## src/hdl/rms_cfg.svh

```systemverilog
/*
 Timing and framing constants for the radio mode and enable sequencer.
 Assumes a 25 MHz controller clock; times are given in their own units.
*/
`ifndef RMS_CFG_SVH
`define RMS_CFG_SVH

`define RMS_CLK_MHZ          25
`define RMS_PLL_SETTLE_US    10
`define RMS_TRIM_MIN_US      100
`define RMS_TRIM_STORE_US    10
`define RMS_TX_LOCK_US       25
`define RMS_TX_RAMP_US       2
`define RMS_RX_FIRST_US      700
`define RMS_RX_QUICK_US      7
`define RMS_HOLD_MS          1000
`define RMS_TRIM_PERIOD_MS   1000
`define RMS_PREAMBLE_BITS    8
`define RMS_HALF_BIT_CYC     3
`define RMS_RX_MID_MIN_CYC   4

`endif

```

## src/hdl/rms_pkg.sv

```systemverilog
/*
 Types shared by the sequencer and its line encoder.
 Assumes nothing beyond a SystemVerilog compiler.
*/
package rms_pkg;

   typedef enum logic [3:0] {
      ST_IDLE        = 4'h0,
      ST_TRIM_SETTLE = 4'h1,
      ST_TRIM_RUN    = 4'h2,
      ST_TRIM_STORE  = 4'h3,
      ST_TX_LOCK     = 4'h4,
      ST_TX_RAMP     = 4'h5,
      ST_TX_SEND     = 4'h6,
      ST_RX_WAKE     = 4'h7,
      ST_RX_ON       = 4'h8
   } rms_state_e;

   typedef struct packed {
      logic rx_en;
      logic tx_en;
      logic pll_en;
      logic trim_en;
      logic gnd_sw;
   } rms_pins_s;

endpackage : rms_pkg

```

## src/hdl/rms_manch_tx.sv

```systemverilog
/*
 Manchester line encoder: one data bit in, two half-bit symbols out.
 Assumes bit source on the same clock; line rests low when idle.
*/
`timescale 1ns/10ps
`default_nettype none
`include "rms_cfg.svh"

module rms_manch_tx
   import rms_pkg::*;
(
   input  wire logic clk,
   input  wire logic rst_n,
   input  wire logic ce,
   input  wire logic bit_valid,
   input  wire logic bit_val,
   output wire logic bit_ready,
   output var  logic busy,
   output var  logic tx_out
);

   localparam logic [1:0] HALF_LAST = 2'(`RMS_HALF_BIT_CYC - 1);

   logic       half_r;
   logic [1:0] cnt_r;
   logic       cur_r;
   wire        end_bit;
   wire        load;

   // Ready in the last cycle of a bit so bits follow with no gap
   assign end_bit   = busy & half_r & (cnt_r == HALF_LAST);
   assign bit_ready = ~busy | end_bit;
   assign load      = bit_valid & bit_ready;

   always_ff @(posedge clk or negedge rst_n) begin
      if (!rst_n) begin
         busy   <= 1'b0;
         half_r <= 1'b0;
         cnt_r  <= 2'h0;
         cur_r  <= 1'b0;
         tx_out <= 1'b0;
      end else if (ce) begin
         if (load) begin
            busy   <= 1'b1;
            half_r <= 1'b0;
            cnt_r  <= 2'h0;
            cur_r  <= bit_val;
            tx_out <= bit_val;  // RULE15
         end else if (busy) begin
            if (cnt_r == HALF_LAST) begin
               cnt_r <= 2'h0;
               if (half_r) begin
                  busy   <= 1'b0;
                  tx_out <= 1'b0;  // RULE7
               end else begin
                  half_r <= 1'b1;
                  tx_out <= ~cur_r;  // RULE15
               end
            end else begin
               cnt_r <= cnt_r + 2'h1;
            end
         end
      end
   end

endmodule : rms_manch_tx
`default_nettype wire

```

## src/hdl/rms_seq_ctrl.sv

```systemverilog
/*
 Baseband-side controller that sequences the enable pins of a 2.4 GHz AM
 transceiver: VCO trim, transmit bursts with preamble, and receive.
 Assumes user requests on REF_CLK; RX_DATA_PIN arrives asynchronously.
*/
// What this block does
// RULE1 - All enables low puts the radio in standby; idle drives them all low.
// RULE2 - Receive enable powers the receiver chain.
// RULE3 - Transmit enable powers the transmit chain.
// RULE4 - Synthesizer enable powers the synthesizer and oscillator.
// RULE5 - Input ground switch grounds the receiver input while transmitting.
// RULE6 - Raise ground switch and synthesizer before transmit enable.
// RULE7 - Hold transmit data low while the transmit chain powers up.
// RULE8 - Synthesizer on, wait 10 us, then raise calibration request.
// RULE9 - Hold calibration request for at least 100 us.
// RULE10 - After calibration request falls keep synthesizer on for 10 us.
// RULE11 - Synthesizer on during calibration and transmit, off while receiving.
// RULE12 - Receiver valid 700 us after first enable, 7 us while charge held.
// RULE13 - Each burst starts with at least eight preamble bits.
// RULE14 - Recalibrate every one to ten seconds or on request.
// RULE15 - Controller Manchester-encodes transmit and decodes receive data.
// RULE16 - Never transmit and receive enable together; release one first.
`timescale 1ns/10ps
`default_nettype none
`include "rms_cfg.svh"

module rms_seq_ctrl
   import rms_pkg::*;
#(
   parameter int RX_FIRST_CYC    = `RMS_RX_FIRST_US * `RMS_CLK_MHZ,
   parameter int HOLD_CYC        = `RMS_HOLD_MS * 1000 * `RMS_CLK_MHZ,
   parameter int TRIM_PERIOD_CYC = `RMS_TRIM_PERIOD_MS * 1000 * `RMS_CLK_MHZ
)
(
   input  wire logic       REF_CLK,
   input  wire logic       RESETN,
   input  wire logic       CE,
   input  wire logic       USE_GND_SW,
   input  wire logic       REQ_TRIM,
   input  wire logic       REQ_TX,
   input  wire logic       REQ_RX,
   input  wire logic       REQ_STOP,
   input  wire logic [7:0] TX_BYTE,
   input  wire logic       TX_VALID,
   input  wire logic       TX_LAST,
   output var  logic       TX_READY,
   output var  logic       RX_BIT,
   output var  logic       RX_BIT_VALID,
   output var  logic       RX_LIVE,
   output var  logic [3:0] SEQ_STATE,
   input  wire logic       RX_DATA_PIN,
   output wire logic       RX_EN,
   output wire logic       TX_EN,
   output wire logic       PLL_EN,
   output wire logic       TRIM_EN,
   output wire logic       INPUT_GROUND_SWITCH,
   output wire logic       TX_DATA
);

   localparam int CW = 25;
   localparam int SETTLE_CYC = `RMS_PLL_SETTLE_US * `RMS_CLK_MHZ;
   localparam int TRIM_CYC   = `RMS_TRIM_MIN_US * `RMS_CLK_MHZ;
   localparam int STORE_CYC  = `RMS_TRIM_STORE_US * `RMS_CLK_MHZ;
   localparam int LOCK_CYC   = `RMS_TX_LOCK_US * `RMS_CLK_MHZ;
   localparam int RAMP_CYC   = `RMS_TX_RAMP_US * `RMS_CLK_MHZ;
   localparam int QUICK_CYC  = `RMS_RX_QUICK_US * `RMS_CLK_MHZ;
   localparam logic [3:0] PRE_BITS = 4'(`RMS_PREAMBLE_BITS);
   localparam logic [2:0] MID_MIN  = 3'(`RMS_RX_MID_MIN_CYC);

   rms_state_e      state_r, state_nxt;
   rms_pins_s       pins_r, pins_nxt;
   logic [CW-1:0]   cnt_r, cnt_nxt;
   logic [CW-1:0]   hold_r;
   logic [CW-1:0]   per_r;
   logic            charged_r, trim_due_r, tx_pend_r, rx_pend_r, stop_pend_r;
   logic            last_r;
   logic [3:0]      pre_left_r, bits_left_r;
   logic [7:0]      shreg_r;
   logic            rx_s1, rx_s2, rx_s3;
   logic [2:0]      gap_r;
   logic            enc_ready, enc_busy;

   wire cnt_done  = (cnt_r == '0);
   wire in_idle   = (state_r == ST_IDLE);
   wire in_rx     = (state_r == ST_RX_WAKE) || (state_r == ST_RX_ON);
   wire sending   = (state_r == ST_TX_SEND);
   wire trim_go   = trim_due_r || REQ_TRIM;
   wire go_tx     = in_idle && !trim_go && tx_pend_r;
   wire go_rx     = in_idle && !trim_go && !tx_pend_r && rx_pend_r;
   wire enc_valid = sending && ((pre_left_r != 4'h0) || (bits_left_r != 4'h0));
   wire enc_bit   = (pre_left_r != 4'h0) ? ~pre_left_r[0] : shreg_r[7];
   wire enc_take  = enc_valid && enc_ready;
   wire pre_take  = enc_take && (pre_left_r != 4'h0);
   wire dat_take  = enc_take && (pre_left_r == 4'h0);
   wire byte_take = TX_VALID && TX_READY;
   wire tx_done   = last_r && !enc_valid && !enc_busy;
   wire rx_edge   = rx_s2 ^ rx_s3;
   wire rx_mid    = rx_edge && (gap_r >= MID_MIN);

   // Sequencing of the enable lines
   always_comb begin
      state_nxt = state_r;
      cnt_nxt   = cnt_done ? cnt_r : cnt_r - CW'(1);
      case (state_r)
         ST_IDLE: begin
            if (trim_go) begin
               state_nxt = ST_TRIM_SETTLE;
               cnt_nxt   = CW'(SETTLE_CYC - 1);  // RULE8
            end else if (tx_pend_r) begin
               state_nxt = ST_TX_LOCK;
               cnt_nxt   = CW'(LOCK_CYC - 1);  // RULE6
            end else if (rx_pend_r) begin
               state_nxt = ST_RX_WAKE;
               cnt_nxt   = charged_r ? CW'(QUICK_CYC - 1) : CW'(RX_FIRST_CYC - 1);  // RULE12
            end
         end
         ST_TRIM_SETTLE: if (cnt_done) begin
            state_nxt = ST_TRIM_RUN;
            cnt_nxt   = CW'(TRIM_CYC - 1);  // RULE9
         end
         ST_TRIM_RUN: if (cnt_done) begin
            state_nxt = ST_TRIM_STORE;
            cnt_nxt   = CW'(STORE_CYC - 1);  // RULE10
         end
         ST_TRIM_STORE: if (cnt_done) state_nxt = ST_IDLE;
         ST_TX_LOCK: if (cnt_done) begin
            state_nxt = ST_TX_RAMP;
            cnt_nxt   = CW'(RAMP_CYC - 1);  // RULE7
         end
         ST_TX_RAMP: if (cnt_done) state_nxt = ST_TX_SEND;
         ST_TX_SEND: if (tx_done) state_nxt = ST_IDLE;
         ST_RX_WAKE: begin
            if (stop_pend_r || trim_due_r) state_nxt = ST_IDLE;
            else if (cnt_done) state_nxt = ST_RX_ON;
         end
         ST_RX_ON: if (stop_pend_r || trim_due_r) state_nxt = ST_IDLE;  // RULE14
         default: state_nxt = ST_IDLE;
      endcase
   end

   // Pin levels follow the next state; one state at a time, so RX_* and TX_* enables never both
   always_comb begin
      pins_nxt         = '0;  // RULE1
      pins_nxt.rx_en   = (state_nxt == ST_RX_WAKE) || (state_nxt == ST_RX_ON);  // RULE2 RULE16
      pins_nxt.tx_en   = (state_nxt == ST_TX_RAMP) || (state_nxt == ST_TX_SEND);  // RULE3 RULE16
      pins_nxt.pll_en  = (state_nxt == ST_TRIM_SETTLE) || (state_nxt == ST_TRIM_RUN) ||
                         (state_nxt == ST_TRIM_STORE) || (state_nxt == ST_TX_LOCK) ||
                         (state_nxt == ST_TX_RAMP) || (state_nxt == ST_TX_SEND);  // RULE4 RULE11
      pins_nxt.trim_en = (state_nxt == ST_TRIM_RUN);  // RULE8 RULE9
      pins_nxt.gnd_sw  = USE_GND_SW && ((state_nxt == ST_TX_LOCK) ||
                         (state_nxt == ST_TX_RAMP) || (state_nxt == ST_TX_SEND));  // RULE5 RULE6
   end

   assign RX_EN               = pins_r.rx_en;
   assign TX_EN               = pins_r.tx_en;
   assign PLL_EN              = pins_r.pll_en;
   assign TRIM_EN             = pins_r.trim_en;
   assign INPUT_GROUND_SWITCH = pins_r.gnd_sw;

   always_ff @(posedge REF_CLK or negedge RESETN) begin
      if (!RESETN) begin
         state_r   <= ST_IDLE;
         pins_r    <= '0;
         cnt_r     <= '0;
         SEQ_STATE <= 4'h0;
         RX_LIVE   <= 1'b0;
      end else if (CE) begin
         state_r   <= state_nxt;
         pins_r    <= pins_nxt;
         cnt_r     <= cnt_nxt;
         SEQ_STATE <= state_nxt;
         RX_LIVE   <= (state_nxt == ST_RX_ON);
      end
   end

   // Requests: a new request in the cycle it is taken stays pending
   always_ff @(posedge REF_CLK or negedge RESETN) begin
      if (!RESETN) begin
         tx_pend_r   <= 1'b0;
         rx_pend_r   <= 1'b0;
         stop_pend_r <= 1'b0;
         trim_due_r  <= 1'b1;  // Untrimmed VCO after power-up
         per_r       <= '0;
      end else if (CE) begin
         tx_pend_r   <= REQ_TX | (tx_pend_r & ~go_tx);
         rx_pend_r   <= REQ_RX | (rx_pend_r & ~go_rx);
         stop_pend_r <= REQ_STOP | (stop_pend_r & in_rx);
         if (in_idle && trim_go) begin
            trim_due_r <= 1'b0;
            per_r      <= '0;
         end else begin
            // A request seen outside idle is kept, so a busy radio is still trimmed
            if (REQ_TRIM || (per_r == CW'(TRIM_PERIOD_CYC - 1))) begin
               trim_due_r <= 1'b1;  // RULE14
            end
            if (per_r != CW'(TRIM_PERIOD_CYC - 1)) begin
               per_r <= per_r + CW'(1);
            end
         end
      end
   end

   // Demodulator charge is assumed lost once the receiver stays off too long
   always_ff @(posedge REF_CLK or negedge RESETN) begin
      if (!RESETN) begin
         charged_r <= 1'b0;
         hold_r    <= '0;
      end else if (CE) begin
         if (pins_r.rx_en) begin
            hold_r <= '0;
            if (state_r == ST_RX_ON) charged_r <= 1'b1;  // RULE12
         end else if (hold_r == CW'(HOLD_CYC - 1)) begin
            charged_r <= 1'b0;  // RULE12
         end else begin
            hold_r <= hold_r + CW'(1);
         end
      end
   end

   // Burst feed: preamble first, then user bytes MSB first
   always_ff @(posedge REF_CLK or negedge RESETN) begin
      if (!RESETN) begin
         pre_left_r  <= 4'h0;
         bits_left_r <= 4'h0;
         shreg_r     <= 8'h00;
         last_r      <= 1'b0;
         TX_READY    <= 1'b0;
      end else if (CE) begin
         if (!sending) begin
            pre_left_r  <= PRE_BITS;  // RULE13
            bits_left_r <= 4'h0;
            last_r      <= 1'b0;
         end else if (byte_take) begin
            shreg_r     <= TX_BYTE;
            bits_left_r <= 4'h8;
            last_r      <= TX_LAST;
         end else if (pre_take) begin
            pre_left_r <= pre_left_r - 4'h1;  // RULE13
         end else if (dat_take) begin
            shreg_r     <= {shreg_r[6:0], 1'b0};
            bits_left_r <= bits_left_r - 4'h1;
         end
         TX_READY <= (state_nxt == ST_TX_SEND) && sending && !byte_take && !last_r &&
                     (pre_left_r == 4'h0) && ((bits_left_r == 4'h0) ||
                     (bits_left_r == 4'h1 && dat_take));
      end
   end

   rms_manch_tx u_enc (
      .clk       (REF_CLK),
      .rst_n     (RESETN),
      .ce        (CE),
      .bit_valid (enc_valid),
      .bit_val   (enc_bit),
      .bit_ready (enc_ready),
      .busy      (enc_busy),
      .tx_out    (TX_DATA)
   );

   // Receive decoder: a transition far enough from the last mid-bit one is mid-bit
   always_ff @(posedge REF_CLK or negedge RESETN) begin
      if (!RESETN) begin
         rx_s1        <= 1'b0;
         rx_s2        <= 1'b0;
         rx_s3        <= 1'b0;
         gap_r        <= 3'h7;
         RX_BIT       <= 1'b0;
         RX_BIT_VALID <= 1'b0;
      end else if (CE) begin
         rx_s1        <= RX_DATA_PIN;
         rx_s2        <= rx_s1;
         rx_s3        <= rx_s2;
         RX_BIT_VALID <= 1'b0;
         if (rx_mid) begin
            gap_r <= 3'h1;
            if (state_r == ST_RX_ON) begin
               RX_BIT       <= ~rx_s2;  // RULE15
               RX_BIT_VALID <= 1'b1;
            end
         end else if (gap_r != 3'h7) begin
            gap_r <= gap_r + 3'h1;
         end
      end
   end

endmodule : rms_seq_ctrl
`default_nettype wire

```

## config.mk

```make
export PLATFORM = sky130hd
export DESIGN_NAME = rms_seq_ctrl
export DESIGN_NICKNAME = d
export VERILOG_FILES = /design/src/hdl/rms_pkg.sv /design/src/hdl/rms_manch_tx.sv /design/src/hdl/rms_seq_ctrl.sv
export VERILOG_INCLUDE_DIRS = /design/src /design/src/hdl
export SDC_FILE = /design/constraint.sdc
export NUM_CORES = 1
export LEC_CHECK = 0
export BUFFER_PORTS_ARGS = -buffer_cell sky130_fd_sc_hd__clkbuf_2
export CAP_MARGIN = 15
export CORE_ASPECT_RATIO = 1.2
export CORE_MARGIN = 2
export CORE_UTILIZATION = 62
export DETAILED_ROUTE_END_ITERATION = 10
export PLACE_DENSITY_LB_ADDON = 0.3
export SLEW_MARGIN = 25
export SYNTH_ARGS = -nofsm -noshare
export SYNTH_HDL_FRONTEND = slang
export SYNTH_SLANG_ARGS = --single-unit
```

## constraint.sdc

```tcl
create_clock -name REF_CLK -period 3.4 [get_ports REF_CLK]
set_clock_uncertainty 0.2 [all_clocks]
set_input_delay 0.68 -clock REF_CLK [delete_from_list [all_inputs] [get_ports REF_CLK]]
set_output_delay 0.68 -clock REF_CLK [all_outputs]
set_load 0.05 [all_outputs]
```

### Word-level counts from Yosys, hierarchy flattened

Index checks and enable logic that the tools add are counted.

* flip-flop bits (word level): 122
* bits in latches: 0
* memory bits (writable): 0
* bits in read-only memories: 0
* input bits: 19
* output and inout port bits: 14
* logic and storage cells: 215
* memories kept: 0

* add/subtract/negate cells: 7
* $mul: 0
* divide/modulo/power cells: 0
* magnitude comparators: 1
* equal/unequal tests: 30
* shift-type cells: 0
* muxes and demuxes: 62
* bitwise logic cells: 17
* reductions and logical operators: 67

Operators by type and width (count)
* 25-bit 2-to-1 mux: 11
* 25-bit one-hot mux with 4 select lines: 1
* 4-bit 2-to-1 mux: 19
* 25-bit by 1-bit adder with 25-bit output, second input constant: 2
* 25-bit == test, second input constant: 2
* 4-bit one-hot mux with 9 select lines: 1
* 4-bit by 3-bit == test with 1-bit output, second input constant: 8
* 25-bit zero test: 1
* 25-bit != test, second input constant: 1
* 25-bit by 1-bit subtractor with 25-bit output, second input constant: 1
* 8-bit 2-to-1 mux: 3
* 1-bit 2-to-1 mux: 21
* 1-bit logical AND: 20
* 4-bit by 2-bit == test with 1-bit output, second input constant: 4
* 1-bit logical OR: 15
* 15-bit 2-to-1 mux: 1
* 3-bit AND reduction: 5
* 2-bit AND reduction: 7
* 2-bit nonzero test: 7
* 4-bit by 1-bit == test with 1-bit output, second input constant: 3
* 4-bit zero test: 3
* 4-bit == test, second input constant: 2
* 2-bit by 1-bit != test with 1-bit output, second input constant: 4
* 4-bit nonzero test: 2
* 17 further kinds: 40

### Longest topological paths before layout

Gate-level depths: netlist of the first run.

* depth after elaboration: 14
* depth in mapped cells: 10
* gate-level depth less buffers: 10

### Modules after synthesis

Synthesis of the first run repeated with hierarchy kept, for this count alone.

* cells, all modules: 846
* area, all modules: 7215.7 µm²

By module, submodules not included
* rms_seq_ctrl: times used 1, cells an instance 815, area an instance 6895.4 µm², sequential area each 2907.8 µm²
* rms_manch_tx: times used 1, cells an instance 31, area an instance 320.3 µm², sequential area each 150.1 µm²

### Least setup slack after synthesis of the first run

Ideal clock, no wire load.

* path kind: register to register
* start: register state_r[1]
* end: register pins_r, in the netlist RX_EN
* setup time: 0.104 ns
* data arrival time: 2.331 ns
* required time: 3.096 ns
* setup slack: 0.765 ns
* cell stages (with the launch flop): 9
* path buffers: 2
* period minus slack after synthesis: 2.635 ns
* path through: dfrtp_1 -> buf_2 -> or4_1 -> buf_4 -> nor3_2 -> a221o_1 -> a21o_2 -> nand2_1 -> o311ai_1

* longest elaborated chain between the ends: 9
* elaborated cells on any way between the ends: 29
* classes of those cells: eq/ne (10); mux (13); reduce/logical (6)

RTL lines
* start, declared: line rms_seq_ctrl.sv:70 `rms_state_e state_r, state_nxt;`
* start signal, assigned: line rms_seq_ctrl.sv:168 `state_r <= state_nxt;`
* 4-bit by 3-bit == test with 1-bit output: line rms_seq_ctrl.sv:86, rms_seq_ctrl.sv:104
* 1-bit logical AND: line rms_seq_ctrl.sv:90 `wire enc_valid = sending && ((pre_left_r != 4'h0) || (bits_left_r != 4'h0));`
* 1-bit zero test: line rms_seq_ctrl.sv:96 `wire tx_done = last_r && !enc_valid && !enc_busy;`
* 1-bit logical AND (2 in a row): line rms_seq_ctrl.sv:96
* 4-bit 2-to-1 mux: line rms_seq_ctrl.sv:131 `ST_TX_SEND: if (tx_done) state_nxt = ST_IDLE;`
* 4-bit one-hot mux with 9 select lines *: line rms_seq_ctrl.sv:104 `case (state_r)`
* 4-bit by 3-bit == test with 1-bit output or 4-bit == test (tied branches): line rms_seq_ctrl.sv:144 `pins_nxt.rx_en = (state_nxt == ST_RX_WAKE) || (state_nxt == ST_RX_ON);`
* 1-bit logical OR *: line rms_seq_ctrl.sv:144
* end signal, assigned: line rms_seq_ctrl.sv:169 `pins_r <= pins_nxt;`
* end, declared: line rms_seq_ctrl.sv:71 `rms_pins_s pins_r, pins_nxt;`

Every way passes the cells marked *; elsewhere a longest branch is shown, timed or not.
A chain may end at the register's enable or synchronous reset.

### Worst setup path after layout of the first run

* start: register pre_left_r[0]
* end: register bits_left_r[3]

* longest elaborated chain between the ends: 7
* elaborated cells on any way between the ends: 10
* classes of those cells: eq/ne (2); reduce/logical (8)

RTL lines
* start, declared: line rms_seq_ctrl.sv:77 `logic [3:0] pre_left_r, bits_left_r;`
* start signal, assigned: line rms_seq_ctrl.sv:238 `pre_left_r <= pre_left_r - 4'h1;`
* 4-bit nonzero test: line rms_seq_ctrl.sv:90, rms_seq_ctrl.sv:93
* 1-bit logical OR: line rms_seq_ctrl.sv:90
* 1-bit logical AND: line rms_seq_ctrl.sv:90
* 1-bit logical AND: line rms_seq_ctrl.sv:92 `wire enc_take = enc_valid && enc_ready;`
* 1-bit logical AND (on tied branches): line rms_seq_ctrl.sv:94, rms_seq_ctrl.sv:93
* 3-bit by 1-bit != test with 1-bit output (no line) or 3-bit by 2-bit != test with 1-bit output (tied branches)
* 3-bit AND reduction (no line) *
* end signal, assigned: line rms_seq_ctrl.sv:241 `bits_left_r <= bits_left_r - 4'h1;`
* end, declared: line rms_seq_ctrl.sv:77

Marks and branches as above.

==> summary.md, run 1 <==
| Metric | Value |
|---|---|
| Max Cap Viol | 0 |
| Post-synth EDFFs | 0 |
| Antenna cells | 0 |
| Synth Area in Adders | 1.76% |
| Mux share of post-synthesis cell area | 2.19% |
| Status | finished, final reports clean |
| Clock Tree Buf Depth | 2 |
| RD Place Congestion | 0.940 |
| First-pass DRT Iterations | 5 |
| Antenna violations before repair | 0 |
| Kind of critical path | reg -> reg |
| CTS Hold Buffers Added | 0 |
| Post-synth net total | 824 |
| Period minus WS final | 2950 ps |
| Vias/cell | 6.15 |
| # rows | 42 |
| Setup_tns | 0 ps |
| Yosys warns | 0 |
| Post-synthesis simple-gate area fraction | 25.3% |
| Root buffer cell | clkbuf_16 |
| Max VDD drop | 0.000486 V |
| Power after layout | 5.21 mW |
| Clock-pin slew on the worst setup and hold paths | 50 ps |
| Synth Instances | 795 |
| Wire per inst | 17.4 um |
| Final ANT Viol Nets | 0 |
| Leak | 3.36 nW |
| Clock sink total | 122 |
| Synth unique cells | 74 |
| TritonCTS clock tree | done |
| Most common cell after layout, fill and taps aside | dfrtp_1 |
| Placement Cell Area | 7450 um2 |
| Post-Synth XOR/XNOR Area | 6.51% |
| Fill count | 855 |
| Initial drt markers | 370 |
| Cell area after synthesis | 7130 um2 |
| Area grow syn2layout | 12.7% |
| Ys flop type | dfrtp_1 |
| Final Instance Area | 8040 um2 |
| Post-DP HPWL | 12100 um |
| Most frequent cells in the layout | dfrtp_1, nor2_1, nand2_1, o21ai_0, a21oi_1 |
| Grt total ovfl | 0 |
| DRC Markers | 0 |
| Fmax | 0.339 GHz |
| Die W | 102 um |
| Fin Hold WS | 47.9 ps |
| Vias in the first global route | 6186 |
| Die area | 12400 um2 |
| Kind of end point of the critical path | register |
| Worst min path class | in -> async |
| Main combinational cell family by area after synthesis | simple AND/OR/NAND/NOR gates |
| Worst-path fanout max | 17 |
| Multi-input logic area | 3800 um2 |
| Sequential area share after synthesis | 42.9% |
| Critical Path Start Type | register |
| H-tree level count | 4 |
| Largest net degree at the start of global routing | 80 |
| Initial Util | 64.0% |
| Share of cells above drive strength 1 | 14.3% |
| DR vias | 6098 |
| TritonCTS Buffers | 17 |
| Final Hold Viols | 0 |
| Register area | 3060 um2 |
| Final Max Tran Viols | 0 |
| Port bufs | 32 |
| IO Pins | 33 |
| Setup Buffers After CTS | 0 |
| Routed wire length | 17200 um |
| # setup viols final | 0 |
| CP required | 3520 ps |
| Post_cts resized | 0 |
| Period utilisation layout | 86.7% |
| Clock Latency Late Sink | 420 ps |
| FF+latch count, synth | 122 |
| Nets@finish | 854 |
| Max-Slew Margin vs Limit | 36.6% |
| Worst EP arrival | 3070 ps |
| Unrepaired setup endpoints after global routing | false |
| First-pass GRT wire length | 29200 um |
| Pwr dens | 648 nW/um2 |
| Asr flop ratio synth | 100% |
| Tightest Pin Transition | 944 ps |
| Total track usage | 30.1% |
| Die height | 121 um |
| Syn Area/Cell | 8.97 um2 |
| Core area | 11100 um2 |
| Compound-gate portion of the synthesized area | 17.6% |
stage by stage:
step           utilization (%)  cells  setup slack [ps]
2_1_floorplan                -    795               765
3_3_place_gp              66.9    960               635
3_5_place_dp              66.9    960               549
4_1_cts                   72.1    992               470
5_1_grt                   72.1    992               194
6_report                  72.1    992               454
layout make-up:
cell class              instances  area share [%]
clock inverters                 7            1.12
clock buffers                  25            6.16
flip-flops and latches        122            38.0
inverters                      29            1.35
repair buffers                 47            3.58
multi-input cells             608            47.3
well taps                     154            2.40
kinds of logic after synthesis:
logic type | count (synthesis)
xor gates and xnor gates | 53
adders and majority gates | 10
muxes | 15
AOI/OAI and AO/OA | 183
DFF | 122
buffers and inverters | 65
and+or+nand+nor | 347
final timing paths:
check	start	end	slack [ps]	depth (start not counted)
worst max-delay path	pre_left_r[0]	bits_left_r[3]	450	8
worst min-delay path	RESETN	per_r[4]	50	1
max in group asynchronous	RESETN	trim_due_r	2120	2
worst min register to register	gap_r[0]	gap_r[0]	280	1
min in group REF_CLK	gap_r[0]	gap_r[0]	280	1
worst max register to register	pre_left_r[0]	bits_left_r[3]	450	8
critical path: stages (launching register included):
cell and delay [ps]:
dfrtp_1 420, inv_1 100, ha_1 160, or3b_2 510, a2111oi_1 590, o21ai_1 450
nor2_1 190, o21ai_0 110, o21ai_0 120
sequential cells by signal, summed over array words and instances (netlist names), 2 cells and up:
register     cells
pre_left_r       4
u_enc.cnt_r      2
per_r           25
state_r          4
bits_left_r      4
cnt_r           25
hold_r          25
gap_r            3
shreg_r          8
cells in the mapped netlist (4+ instances only):
cell type	count	area [um2]
and3_1	6	37.5
dfrtp_1	118	2950
o21ai_0	58	290
dfstp_2	4	105
mux2_2	5	56.3
a211oi_1	9	67.6
o31ai_1	5	37.5
mux2i_1	10	100
clkbuf_1	24	90.1
or2_2	4	25.0
a22o_1	6	52.6
xnor2_1	30	263
nand4_1	21	131
or3_1	8	50.1
and4_1	6	52.6
nand2b_1	6	37.5
nor3_1	28	140
a31oi_1	7	43.8
nor3_2	4	40.0
ha_1	10	125
buf_1	4	15.0
nor2_1	99	372
a21oi_1	42	210
nand3_1	32	160
nor4b_1	6	52.6
nor2b_1	6	37.5
o21ai_1	4	20.0
and2_1	6	37.5
nor4_1	15	93.8
or4_1	4	30.0
inv_1	29	109
o211ai_1	5	37.5
buf_2	4	20.0
nand2_1	76	285
a21o_1	7	52.6
xor2_1	23	201
per-layer routing:
layer  up-vias  GRT usage [%]  share of wire (%)
met1      2954           37.0                 42
met5         -              0                  0
met3        39           6.74                5.4
met4         0           13.3                3.0
met2       181           50.5                 50
li1       2924              -                  -
report_power, final:
group,internal [mW],switching [mW],total (mW)
combinational,0.541,0.883,1.42
sequential,1.71,0.292,2.00
clock,1.15,0.627,1.78
total,3.40,1.80,5.21
Note: power is estimated with default switching activity, not from simulation.
==> inputs of run 2 (changes only) <==
- BUFFER_PORTS_ARGS: -buffer_cell sky130_fd_sc_hd__clkbuf_2 -> not set
- CORE_UTILIZATION: 62 -> 64
- DONT_BUFFER_PORTS: not set -> 1
==> run 2 against run 1 <==
Effect of this change:
- final cell count down 5.1%
- highest routed layer unchanged
- maximum frequency up 0.21%
- total power up 0.94%
- the run now ends with hold timing left
- wire length down 0.57%
- critical path type unchanged
==> summary.md, run 2 (same netlist as run 1, synthesis figures left out) <==
| Metric | Value |
|---|---|
| Tightest Pin Transition | 697 ps (-248 ps) |
| TritonCTS Buffers | 17 (unchanged) |
| Net switching power | 1.79 mW (-0.82%) |
| Clock Tree Buf Depth | 2 (unchanged) |
| Most frequent cells in the layout | dfrtp_1, nor2_1, nand2_1, o21ai_0, a21oi_1 |
| Grt total ovfl | 0 (unchanged) |
| Pwr dens | 665 nW/um2 (+2.7%) |
| # rows | 42 (unchanged) |
| Area grow syn2layout | 10.8% |
| Clock Latency Late Sink | 410 ps (about the same) |
| Vias/cell | 6.43 (+4.6%) |
| Die W | 100 um (-1.5%) |
| Comb power frac | 25.5% (-1.9 points) |
| Max Cap Viol | 0 (unchanged) |
| Fill count | 790 (-7.6%) |
| TritonCTS clock tree | done |
| Clock-pin slew on the worst setup and hold paths | 50 ps (about the same) |
| Unrepaired setup endpoints after global routing | false |
| IO Pins | 33 (unchanged) |
| Total track usage | 29.8% (-0.29 points) |
| Biggest registers after layout | cnt_r: 25 flops, hold_r: 25 flops, per_r: 25 flops |
| Antenna violations before repair | 0 (unchanged) |
| Post_cts resized | 0 (unchanged) |
| Core area | 10900 um2 (-1.9%) |
| Leak | 3.25 nW (-3.5%) |
| Final ANT Viol Nets | 0 (unchanged) |
| First-pass DRT Iterations | 5 (unchanged) |
| Die height | 120 um (-1.5%) |
| Nets@finish | 825 (-3.4%) |
| Worst min path class | in -> async |
| Initial Util | 65.2% (+1.2 points) |
| Period utilisation layout | 86.5% (-0.18 points) |
| Largest net degree at the start of global routing | 123 (+54%) |
| Root buffer cell | clkbuf_16 |
| Vias in the first global route | 6066 (-1.9%) |
| Max VDD drop | 0.000365 V (-25%) |
| Fmax | 0.340 GHz (+0.21%) |
| Routed wire length | 17100 um (-0.57%) |
| Setup Buffers After CTS | 0 (unchanged) |
| Wire per inst | 18.2 um (+4.8%) |
| Critical Path Start Type | register |
| Period minus WS final | 2940 ps (-6.03 ps) |
| Clock sink total | 122 (unchanged) |
| Fin Hold WS | -240 ps (-288 ps) |
| Kind of end point of the critical path | register |
| Power after layout | 5.25 mW (+0.94%) |
| CP required | 3460 ps (-60 ps) |
| Worst-path fanout max | 11 (-6) |
| Share of cells above drive strength 1 | 11.7% (-2.6 points) |
| RD Place Congestion | 0.943 (+0.31%) |
| DRC Markers | 0 (unchanged) |
| Most common cell after layout, fill and taps aside | dfrtp_1 |
| Failing checks | hold timing |
| Post-DP HPWL | 11600 um (-4.6%) |
| Initial drt markers | 421 (+14%) |
| Port bufs | 0 (-100%) |
| Dpl cells | 909 (-5.3%) |
| Placement Cell Area | 7270 um2 (-2.4%) |
| Kind of critical path | reg -> reg |
| H-tree level count | 4 (unchanged) |
| DR vias | 6051 (-0.77%) |
| Final Non-Filler Cells | 941 (-5.1%) |
| Final Max Tran Viols | 0 (unchanged) |
| Sw Ratio | 34.0% (-0.60 points) |
| Worst EP arrival | 3010 ps (-60 ps) |
| First-pass GRT wire length | 28600 um (-1.9%) |
| Final Hold Viols | 122 (+122) |
| Core Util, Final | 72.3% (+0.12 points) |
| Max-Slew Margin vs Limit | 53.4% (+17 points) |
| Post-place setup slack | 485 ps (-64.0 ps) |
| Setup_tns | 0 ps (unchanged) |
| Antenna cells | 0 (unchanged) |
| Clock power share | 35.8% (+1.6 points) |
| Die area | 12000 um2 (-3.0%) |
| Final Instance Area | 7900 um2 (-1.7%) |
| Worst Setup Slack, final | 460 ps (+6.04 ps) |
| Sequential Power Share | 38.7% (+0.2 points) |
| Status | complete, but fails checks |
| Internal power | 3.47 mW (+1.9%) |
| # setup viols final | 0 (unchanged) |
run 2: final timing paths:
check / startpoint / to / slack [ps] / depth (start not counted)
min reg2reg: shreg_r[3] / shreg_r[3] / 280 / 2
max in group asynchronous: RESETN / trim_due_r / 3030 / 0
max reg2reg: cnt_r[0] / cnt_r[12] / 460 / 9
min in group REF_CLK: CE / hold_r[6] / 170 / 1
min: RESETN / hold_r[14] / -240 / 0
max: cnt_r[0] / cnt_r[12] / 460 / 9
run 2: per-layer routing:
layer	vias to the layer above	global-route usage [%]	share of wire [%]
li1	2871	-	-
met1	2916	37.2	42
met2	217	49.0	49
met3	47	6.29	6.2
met4	0	14.6	3.5
met5	-	0	0
run 2: area by class of cell:
cell class	instances	area [um2]	share of cell area [%]
multi-input cells	608	3810	48.2
inverters	29	109	1.38
repair buffers	18	135	1.71
well taps	132	165	2.09
clock buffers	22	484	6.13
clock inverters	10	139	1.76
flip-flops and latches	122	3060	38.7
run 2: power groups by stage:
| stage | Combinational, mW | Clock, mW | Sequential [mW] |
|---|---|---|---|
| global placement | 1.27 | 0 | 2.03 |
| detailed placement | 1.31 | 0 | 2.04 |
| floorplan | 1.05 | 0 | 2.00 |
| global route | 1.48 | 1.96 | 2.07 |
| CTS | 1.33 | 1.90 | 2.03 |
| finish | 1.34 | 1.88 | 2.03 |
run 2: critical path, cell delays in order (launching register included):
cell and delay [ps]:
dfrtp_1 400, inv_1 90, ha_1 230, nor4b_2 400
nand2_1 160, nor3_2 180, buf_4 190, a21oi_1 200
nor3_2 610, nor2_1 130
